$ cat src/bdsd_pkg.sv
package bdsd_pkg;
  // ****************************************
  // address layout
  // ****************************************
  localparam int CPU_ADDR_W  = 16;   // processor address bus
  localparam int LOW_BITS    = 15;   // bits taken straight from the processor
  localparam int BANK_BITS   = 5;    // bits held in the bank select port
  localparam int MEM_ADDR_W  = 20;   // full memory address
  localparam int DRAM_PINS   = 9;    // shared row/column address pins
  localparam int DRAM_ROWS   = 4;    // rows of memory chips
  localparam int TOP_BIT     = 15;   // address bit that splits rom from dram
  localparam int PORT_COUNT  = 4;    // io port selects
  // bank port field positions
  localparam int BANK_ROW_LO = 3;    // row pick bit low position
  localparam int BANK_AUTO   = 5;    // auto-mode indicator
  localparam int BANK_COUNT  = 6;    // front-panel counter count line
  // port numbers
  localparam logic [1:0] PORT_LAMPS = 2'h0;
  localparam logic [1:0] PORT_BANK  = 2'h1;
  localparam logic [1:0] PORT_SPARE = 2'h2;
  localparam logic [1:0] PORT_INPUT = 2'h3;
  // lamp port fields
  localparam int LAMP_W      = 5;
  localparam int LAMP_CUE    = 5;
  localparam int LAMP_RELAY  = 6;
  // reset values of the output ports
  localparam logic [7:0] PORT_RESET = 8'h00;

  // dram strobe group, all active low
  typedef struct packed {
    logic                 ras_n;
    logic [DRAM_ROWS-1:0] cas_n;
    logic                 we_n;
  } bdsd_strobe_t;
endpackage

$ cat src/bdsd_glue.sv
module bdsd_glue
  import bdsd_pkg::*;
(
  // clock and reset
  input  wire logic                  sys_clk,
  input  wire logic                  sys_rst,
  // processor bus, active low strobes
  input  wire logic [CPU_ADDR_W-1:0] cpu_addr,
  input  wire logic                  cpu_memory_request_n,
  input  wire logic                  cpu_io_request_n,
  input  wire logic                  cpu_read_n,
  input  wire logic                  cpu_refresh_cycle_n,
  input  wire logic [7:0]            cpu_data_out,
  output logic      [7:0]            cpu_data_in,
  output logic                       cpu_data_oe,
  output logic                       cpu_int_n,
  // select lines
  output logic                       rom_chip_select_n,
  output logic [PORT_COUNT-1:0]      port_select_n,
  output logic                       buffer_to_cpu,
  // dram side
  output logic [DRAM_PINS-1:0]       dram_addr,
  output bdsd_strobe_t               dram_strobe,
  output logic                       column_address_switch_n,
  output logic                       delayed_column_switch_n,
  output logic [MEM_ADDR_W-1:0]      mem_addr,
  // front panel and pins
  input  wire logic [7:0]            panel_inputs,
  input  wire logic                  ring_detect_n,
  output logic [LAMP_W-1:0]          lamps,
  output logic                       end_cue,
  output logic                       line_relay,
  output logic                       auto_lamp,
  output logic                       counter_count
);

  // ****************************************
  // elaboration checks
  // ****************************************
  if (LOW_BITS + BANK_BITS != MEM_ADDR_W) begin : g_bad_width
    $error("address widths do not add up");
  end
  if (2 * DRAM_PINS > MEM_ADDR_W) begin : g_bad_pins
    $error("too many dram pins");
  end
  // the cas decoder and the port decoder are fixed four-way decoders
  if (DRAM_ROWS != 4 || PORT_COUNT != 4) begin : g_bad_ways
    $error("decoders serve exactly four ways");
  end
  // both row pick bits must sit inside the bank field
  if (BANK_ROW_LO + 2 > BANK_BITS) begin : g_bad_row_field
    $error("row pick bits outside bank field");
  end

  // one-hot decode of a 2-bit field, active low
  function automatic logic [3:0] dec2_n(input logic [1:0] sel, input logic en);
    dec2_n = en ? ~(4'h1 << sel) : 4'hF;
  endfunction

  // ****************************************
  // pin synchronisers
  // ****************************************
  logic [7:0] panel_s1;       // first stage, read only by second
  logic [7:0] panel_s2;       // sampled panel inputs
  logic       ring_s1;        // first stage
  logic       ring_s2;        // synchronised ring level
  // two stages keep metastability off the bus
  always_ff @(posedge sys_clk) begin
    panel_s1 <= panel_inputs;
    panel_s2 <= panel_s1;
    ring_s1  <= ring_detect_n;
    ring_s2  <= ring_s1;
  end

  // ****************************************
  // decoding
  // ****************************************
  wire top_address_bit = cpu_addr[TOP_BIT];
  wire mem_req         = ~cpu_memory_request_n;
  wire io_req          = ~cpu_io_request_n;
  assign rom_chip_select_n = ~(mem_req & ~top_address_bit);
  wire [3:0] sel_n = dec2_n(cpu_addr[1:0], io_req);
  assign port_select_n = sel_n;
  wire port_select_three = ~sel_n[PORT_INPUT];
  assign buffer_to_cpu = ~cpu_read_n;

  // ****************************************
  // io ports
  // ****************************************
  logic [7:0] lamp_port;      // lamps, cue, relay
  logic [7:0] bank_port;      // bank bits plus panel lines
  logic [7:0] spare_port;     // unused latch
  logic       sel_lamp_q;     // previous select levels for edges
  logic       sel_bank_q;
  logic       sel_spare_q;
  wire lamp_go  = ~sel_n[PORT_LAMPS] & ~sel_lamp_q;
  wire bank_go  = ~sel_n[PORT_BANK] & ~sel_bank_q;
  wire spare_go = ~sel_n[PORT_SPARE] & ~sel_spare_q;
  always_ff @(posedge sys_clk) begin
    if (sys_rst) begin
      lamp_port   <= PORT_RESET;
      bank_port   <= PORT_RESET;
      spare_port  <= PORT_RESET;
      sel_lamp_q  <= 1'b0;
      sel_bank_q  <= 1'b0;
      sel_spare_q <= 1'b0;
    end else begin
      sel_lamp_q  <= ~sel_n[PORT_LAMPS];
      sel_bank_q  <= ~sel_n[PORT_BANK];
      sel_spare_q <= ~sel_n[PORT_SPARE];
      if (lamp_go) begin
        lamp_port <= cpu_data_out;
      end
      if (bank_go) begin
        bank_port <= cpu_data_out;
      end
      if (spare_go) begin
        spare_port <= cpu_data_out;
      end
    end
  end
  // input port drives only while selected
  assign cpu_data_in = port_select_three ? panel_s2 : 8'h00;
  assign cpu_data_oe = port_select_three & ~cpu_read_n;
  assign lamps         = lamp_port[LAMP_W-1:0];
  assign end_cue       = lamp_port[LAMP_CUE];
  assign line_relay    = lamp_port[LAMP_RELAY];
  assign auto_lamp     = bank_port[BANK_AUTO];
  assign counter_count = bank_port[BANK_COUNT];
  assign cpu_int_n = ring_s2;

  // ****************************************
  // dram address and strobes
  // ****************************************
  // bank bits extend the address
  assign mem_addr = {bank_port[BANK_BITS-1:0], cpu_addr[LOW_BITS-1:0]};
  wire [1:0] row_pick = {bank_port[BANK_ROW_LO+1], bank_port[BANK_ROW_LO]};
  wire row_pick_bit_low  = row_pick[0];
  wire row_pick_bit_high = row_pick[1];
  wire qualified_request = mem_req & cpu_refresh_cycle_n;
  logic col_q;                // registered request
  // switch one edge later; drop with request
  always_ff @(posedge sys_clk) begin
    if (sys_rst) begin
      col_q <= 1'b0;
    end else begin
      col_q <= qualified_request;
    end
  end
  wire col_on = col_q & qualified_request;
  assign column_address_switch_n = ~col_on;
  // low bits while the row strobe opens
  assign dram_addr = col_on ? mem_addr[2*DRAM_PINS-1:DRAM_PINS] : mem_addr[DRAM_PINS-1:0];
  // delayed switch taken from the mux path
  assign delayed_column_switch_n = ~col_on;
  assign dram_strobe.ras_n = ~qualified_request;
  assign dram_strobe.we_n  = ~(qualified_request & cpu_read_n);
  // one row cas, dram half only
  assign dram_strobe.cas_n = dec2_n({row_pick_bit_high, row_pick_bit_low},
                                    ~delayed_column_switch_n & top_address_bit);
endmodule

$ cat config.mk
export PLATFORM = sky130hd
export DESIGN_NAME = bdsd_glue
export DESIGN_NICKNAME = d
export VERILOG_FILES = /design/src/bdsd_pkg.sv /design/src/bdsd_glue.sv
export SDC_FILE = /design/constraint.sdc
export NUM_CORES = 1
export LEC_CHECK = 0
export ABC_AREA = 1
export BUFFER_PORTS_ARGS = -buffer_cell sky130_fd_sc_hd__buf_4
export CORE_MARGIN = 2
export CORE_UTILIZATION = 30
export CTS_BUF_LIST = sky130_fd_sc_hd__clkbuf_4 sky130_fd_sc_hd__clkbuf_8
export DETAILED_ROUTE_END_ITERATION = 8
export GPL_TIMING_DRIVEN = 0
export PLACE_DENSITY_LB_ADDON = 0.15
export SLEW_MARGIN = 20
export SYNTH_ARGS = -nofsm -noshare
export SYNTH_HDL_FRONTEND = slang
export SYNTH_SLANG_ARGS = --single-unit
$ cat constraint.sdc
create_clock -name sys_clk -period 0.8 [get_ports sys_clk]
set_input_delay 0.04 -clock sys_clk [delete_from_list [all_inputs] [get_ports sys_clk]]
set_output_delay 0.04 -clock sys_clk [all_outputs]
set_load 0.01 [all_outputs]
* Yosys cells after proc, flatten, opt, wreduce, memory -nomap -nowiden *
Index checks and enable logic that the tools add are counted.

word-level totals
  output and inout bits = 62
  register bits = 35

operators by class
  shifts and indexed selects = 2
  bitwise logic cells = 22
  multiplexer cells = 4

operators with widths
  cell                   count
  $not A1 Y1             12
  $mux W9                1
  $and A1 B1 Y1          8
  $mux W4                2
  $mux W8                1
  $not A4 Y4             2
  $shl A1 B2 Y4 const A  2

* Depth between registers and ports, before layout *
  depth in word-level cells = 5
  gate-level depth with buffers = 5

* Worst setup path before layout *
OpenSTA, ideal clock, no wires.

  path type = flip-flop to output port
  from = register col_q
  to = output port dram_addr[1]
  buffers on the path = 1
  setup slack = -132 ps
  stages on the path, launching flop included = 4
  arrival = 892 ps
  cell sequence = dfxtp_1 > nand3_1 > clkbuf_1 > o21ai_0

on the way
  longest elaborated chain between the ends = 2

ends and longest elaborated chain
  element                 RTL line          source
  start, declared         bdsd_glue.sv:141  logic col_q;
  start signal, assigned  bdsd_glue.sv:147  col_q <= qualified_request;
  $and A1 B1 Y1           bdsd_glue.sv:150  wire col_on = col_q & qualified_request;
  $mux W9                 bdsd_glue.sv:153  assign dram_addr = col_on ? mem_addr[2*DRAM_PINS-1:DRAM_PINS] : mem_addr[DRAM_PINS-1:0];
  end, declared           bdsd_glue.sv:22   output logic [DRAM_PINS-1:0] dram_addr,

Every way passes these cells.

* Worst setup path after layout *
  from = register col_q
  to = output port dram_addr[8]

Same word-level chain as after synthesis.

==> impl_metrics.json <==
{
  "outcome": "complete, but fails checks",
  "violations": "negative setup slack",
  "setup.reg_to_reg.worst_slack_ps": -10,
  "synth_area_leader_cell": "dfxtp_1",
  "critical_path.endpoint_type": "output port",
  "required_ps": 760,
  "antenna_violating_nets_post_route": 0,
  "grt_use_met1_pct": 15.8,
  "max_fclk_mhz": 796,
  "design.final.nets": 376,
  "multiInputGateArea_sq_um": 624,
  "postSynthCellCount": 215,
  "synth-main-ff-cell": "dfxtp_1",
  "seq_area_sq_um": 728,
  "grt_util_all_layers_pct": 14.3,
  "post_route_cell_area_sq_um": 2880,
  "worstSetupPathType": "register to output port",
  "filler_cell_count_in_the_final_layout": 500,
  "grtUsageMet2_pct": 24.3,
  "r2r-start": "sel_lamp_q$_SDFF_PP0_",
  "synth_edf_count": 0,
  "power_frac_comb_pct": 22.5,
  "finalHoldViolCount": 0,
  "yosysWarningCount": 0,
  "timing.final.setup_violations": 30,
  "timing.reg2reg.worst_path_depth": 5,
  "number_of_i_o_pins": 101,
  "hold_depth": 3,
  "detail_route.iter0.violations": 32,
  "hold_slack_ps": 27.4,
  "grt_pass1_wl_microns": 6130,
  "synth_area_per_cell_sq_um": 7.18,
  "htree_levels": 2,
  "postRouteWirelength_microns": 4170,
  "synth.top_cell.area_share_pct": 45.4,
  "antenna_found_initial": 0,
  "maximum_number_of_pins_on_one_net_before_global_route_repair": 14,
  "cts.root.buffer_cell": "clkbuf_8",
  "syn_std_cell_area_sq_um": 1540,
  "fin_ws_ps": -457,
  "clkTransAtPathRegs_ps": 70,
  "dp_hpwl_microns": 3120,
  "timing.final.crit_share_pct": 157,
  "worst_clock_skew_ps": 3.45,
  "fp.dieW_microns": 75.7,
  "largest_cells_by_area_after_synthesis": "dfxtp_1, inv_1, nand2_1",
  "layout-drive-gt1-share_pct": 59.2,
  "worst_setup_path_start_kind": "register",
  "area_growth_pct": 86.2,
  "post-route-drc-count": 0,
  "switching_share_pct": 27.5,
  "leakagePower_nw": 1.48,
  "clockPowerShare_pct": 31.5,
  "grt-ovfl-total": 0,
  "number_of_synthesized_register_bits": 35,
  "arrival_ps": 1220,
  "top_count_cell_post_synth": "inv_1",
  "irDropWorstVdd_mv": 0.886,
  "clock_insertion_delay_worst_skew_ps": 290,
  "avgViaCountPerCell": 4.07,
  "timing.critical_path.fanout_max": 5,
  "n_antenna_cell": 0,
  "dp_cells": 384,
  "clockBufferDepth": 2,
  "layoutNonFillerInstCount": 408,
  "timing.critical_path.from": "col_q$_SDFF_PP0_",
  "hold_start": "cpu_refresh_cycle_n",
  "finalMaxSlewViolations": 0,
  "num_rows": 26,
  "routedWlPerCell_microns": 10.2,
  "synthDistinctLibCells": 16,
  "power.switching_mw": 1.12,
  "synthesis.nets": 254,
  "worst_slew_margin_rel_pct": 74.5,
  "number_of_global_route_vias_before_repair": 1419,
  "total_power_consumption_of_the_routed_design_mw": 4.09,
  "dpl_cell_area_sq_um": 2450,
  "layout_min_cycle_time_ps": 1260,
  "tightestPinTransition_ps": 382,
  "die-height_microns": 75.7,
  "globalplace.congestion": 0.740,
  "place.port_buffers": 99,
  "clock_tree_from_tritoncts": "done",
  "fp.dieArea_sq_um": 5740,
  "setup_total_negative_slack_ps": -7140,
  "groute.layer.met3.usage_pct": 5.29,
  "global_route.peak_usage_layer": "met2",
  "power-per-cell-area_nw_per_um2": 1420,
  "core_sq_um": 5040,
  "cts.sink_count": 35,
  "seqPwrFrac_pct": 45.9,
  "timing.hold.worst.class": "input port to register",
  "cts-buffers-inserted": 5,
  "start_util_pct": 30.6,
  "seq_area_frac_synth_pct": 45.4,
  "timing.max_cap.violations": 0,
  "via_count": 1659,
  "internal_power_mw": 2.97,
  "drt_first_pass_iters": 4,
  "fraction_of_registers_with_async_set_reset_pct": 0,
  "yosys-top-cells-count": "inv_1, nand2_1, dfxtp_1",
  "rsz0062_at_grt": "yes"
}
[cell families (layout without fill, tap and decap cells)]
family,after synthesis,in the layout,synth area share (%)
compound gates,9,9,2.92
simple gates,93,94,28.1
buf+inv,78,200,23.6
flops,35,35,45.4
[critical path: stages (launching register included)]
cell and delay (ps):
dfxtp_2 320, nand3_2 80, buf_6 140, buf_4 140, nand2_2 60, o21ai_2 40
buf_4 140
[power groups by stage]
| stage | Combinational, mW | Clock, mW | Sequential [mW] |
|---|---|---|---|
| after floorplan | 0.366 | 0 | 1.92 |
| after CTS | 0.877 | 1.36 | 1.87 |
| after global routing | 1.01 | 1.44 | 1.89 |
| final | 0.922 | 1.29 | 1.88 |
| after detailed placement | 0.799 | 0 | 1.91 |
| after global placement | 0.795 | 0 | 1.90 |
[layout make-up]
type | instances | share of cell area [%]
Buffer | 22 | 6.09
Clock buffer | 5 | 2.39
Clock inverter | 3 | 0.870
Inverter | 56 | 7.57
Multi-Input combinational cell | 103 | 21.7
Sequential cell | 35 | 25.3
Tap cell | 70 | 3.05
Timing Repair Buffer | 114 | 33.0
[sequential cells by signal, summed over array words and instances, names as in the netlist]
signal and flops:
cpu_int_n 1, sel_lamp_q 1, col_q 1, ring_s1 1, lamp_port 7, panel_s1 8, bank_port 7, panel_s2 8
sel_bank_q 1
[cells in the final DEF, fill, tap and decap left out, drive strengths merged]
| cell | netlist | routed |
|---|---|---|
| dfxtp | 35 | 35 |
| nand3 | 10 | 11 |
| buf | 21 | 125 |
| a21oi | 1 | 1 |
| nand4 | 14 | 14 |
| dlygate4sd3 | 0 | 10 |
| nor2 | 29 | 29 |
| o21ai | 8 | 8 |
| clkbuf | 1 | 6 |
| clkinv | 0 | 3 |
| inv | 56 | 55 |
| clkinvlp | 0 | 1 |
| nand2 | 40 | 40 |
[through the flow]
stage	worst slack [ps]	util (%)
detailed placement	-242	48.6
CTS	-518	54.8
finish	-457	57.0
floorplan	-26.9	-
global placement	-233	48.6
global route	-532	57.0
[path summary, 6_finish.rpt]
path | to
worst max-delay path | dram_addr[8]
worst min register to register | panel_s2[3]$_DFF_P_
worst min-delay path | col_q$_SDFF_PP0_
worst max register to register | lamp_port[0]$_SDFFE_PP0P_
[repair_timing]
action                                  4_1_cts  5_1_grt
cloned                                        0        1
setup buffers                                 4        1
hold buffers                                 10        0
endpoints found under the setup margin       47       51
gates resized for setup                      34       41
hold endpoints to repair                     12        0
pin swaps                                    36       21
[routing by layer]
metal / share of wire (%) / vias up
li1: - / 865
met1: 39 / 723
met2: 48 / 65
met3: 11 / 6
met4: 1.7 / 0
met5: 0 / -
Note: power is estimated with default switching activity, not from simulation.
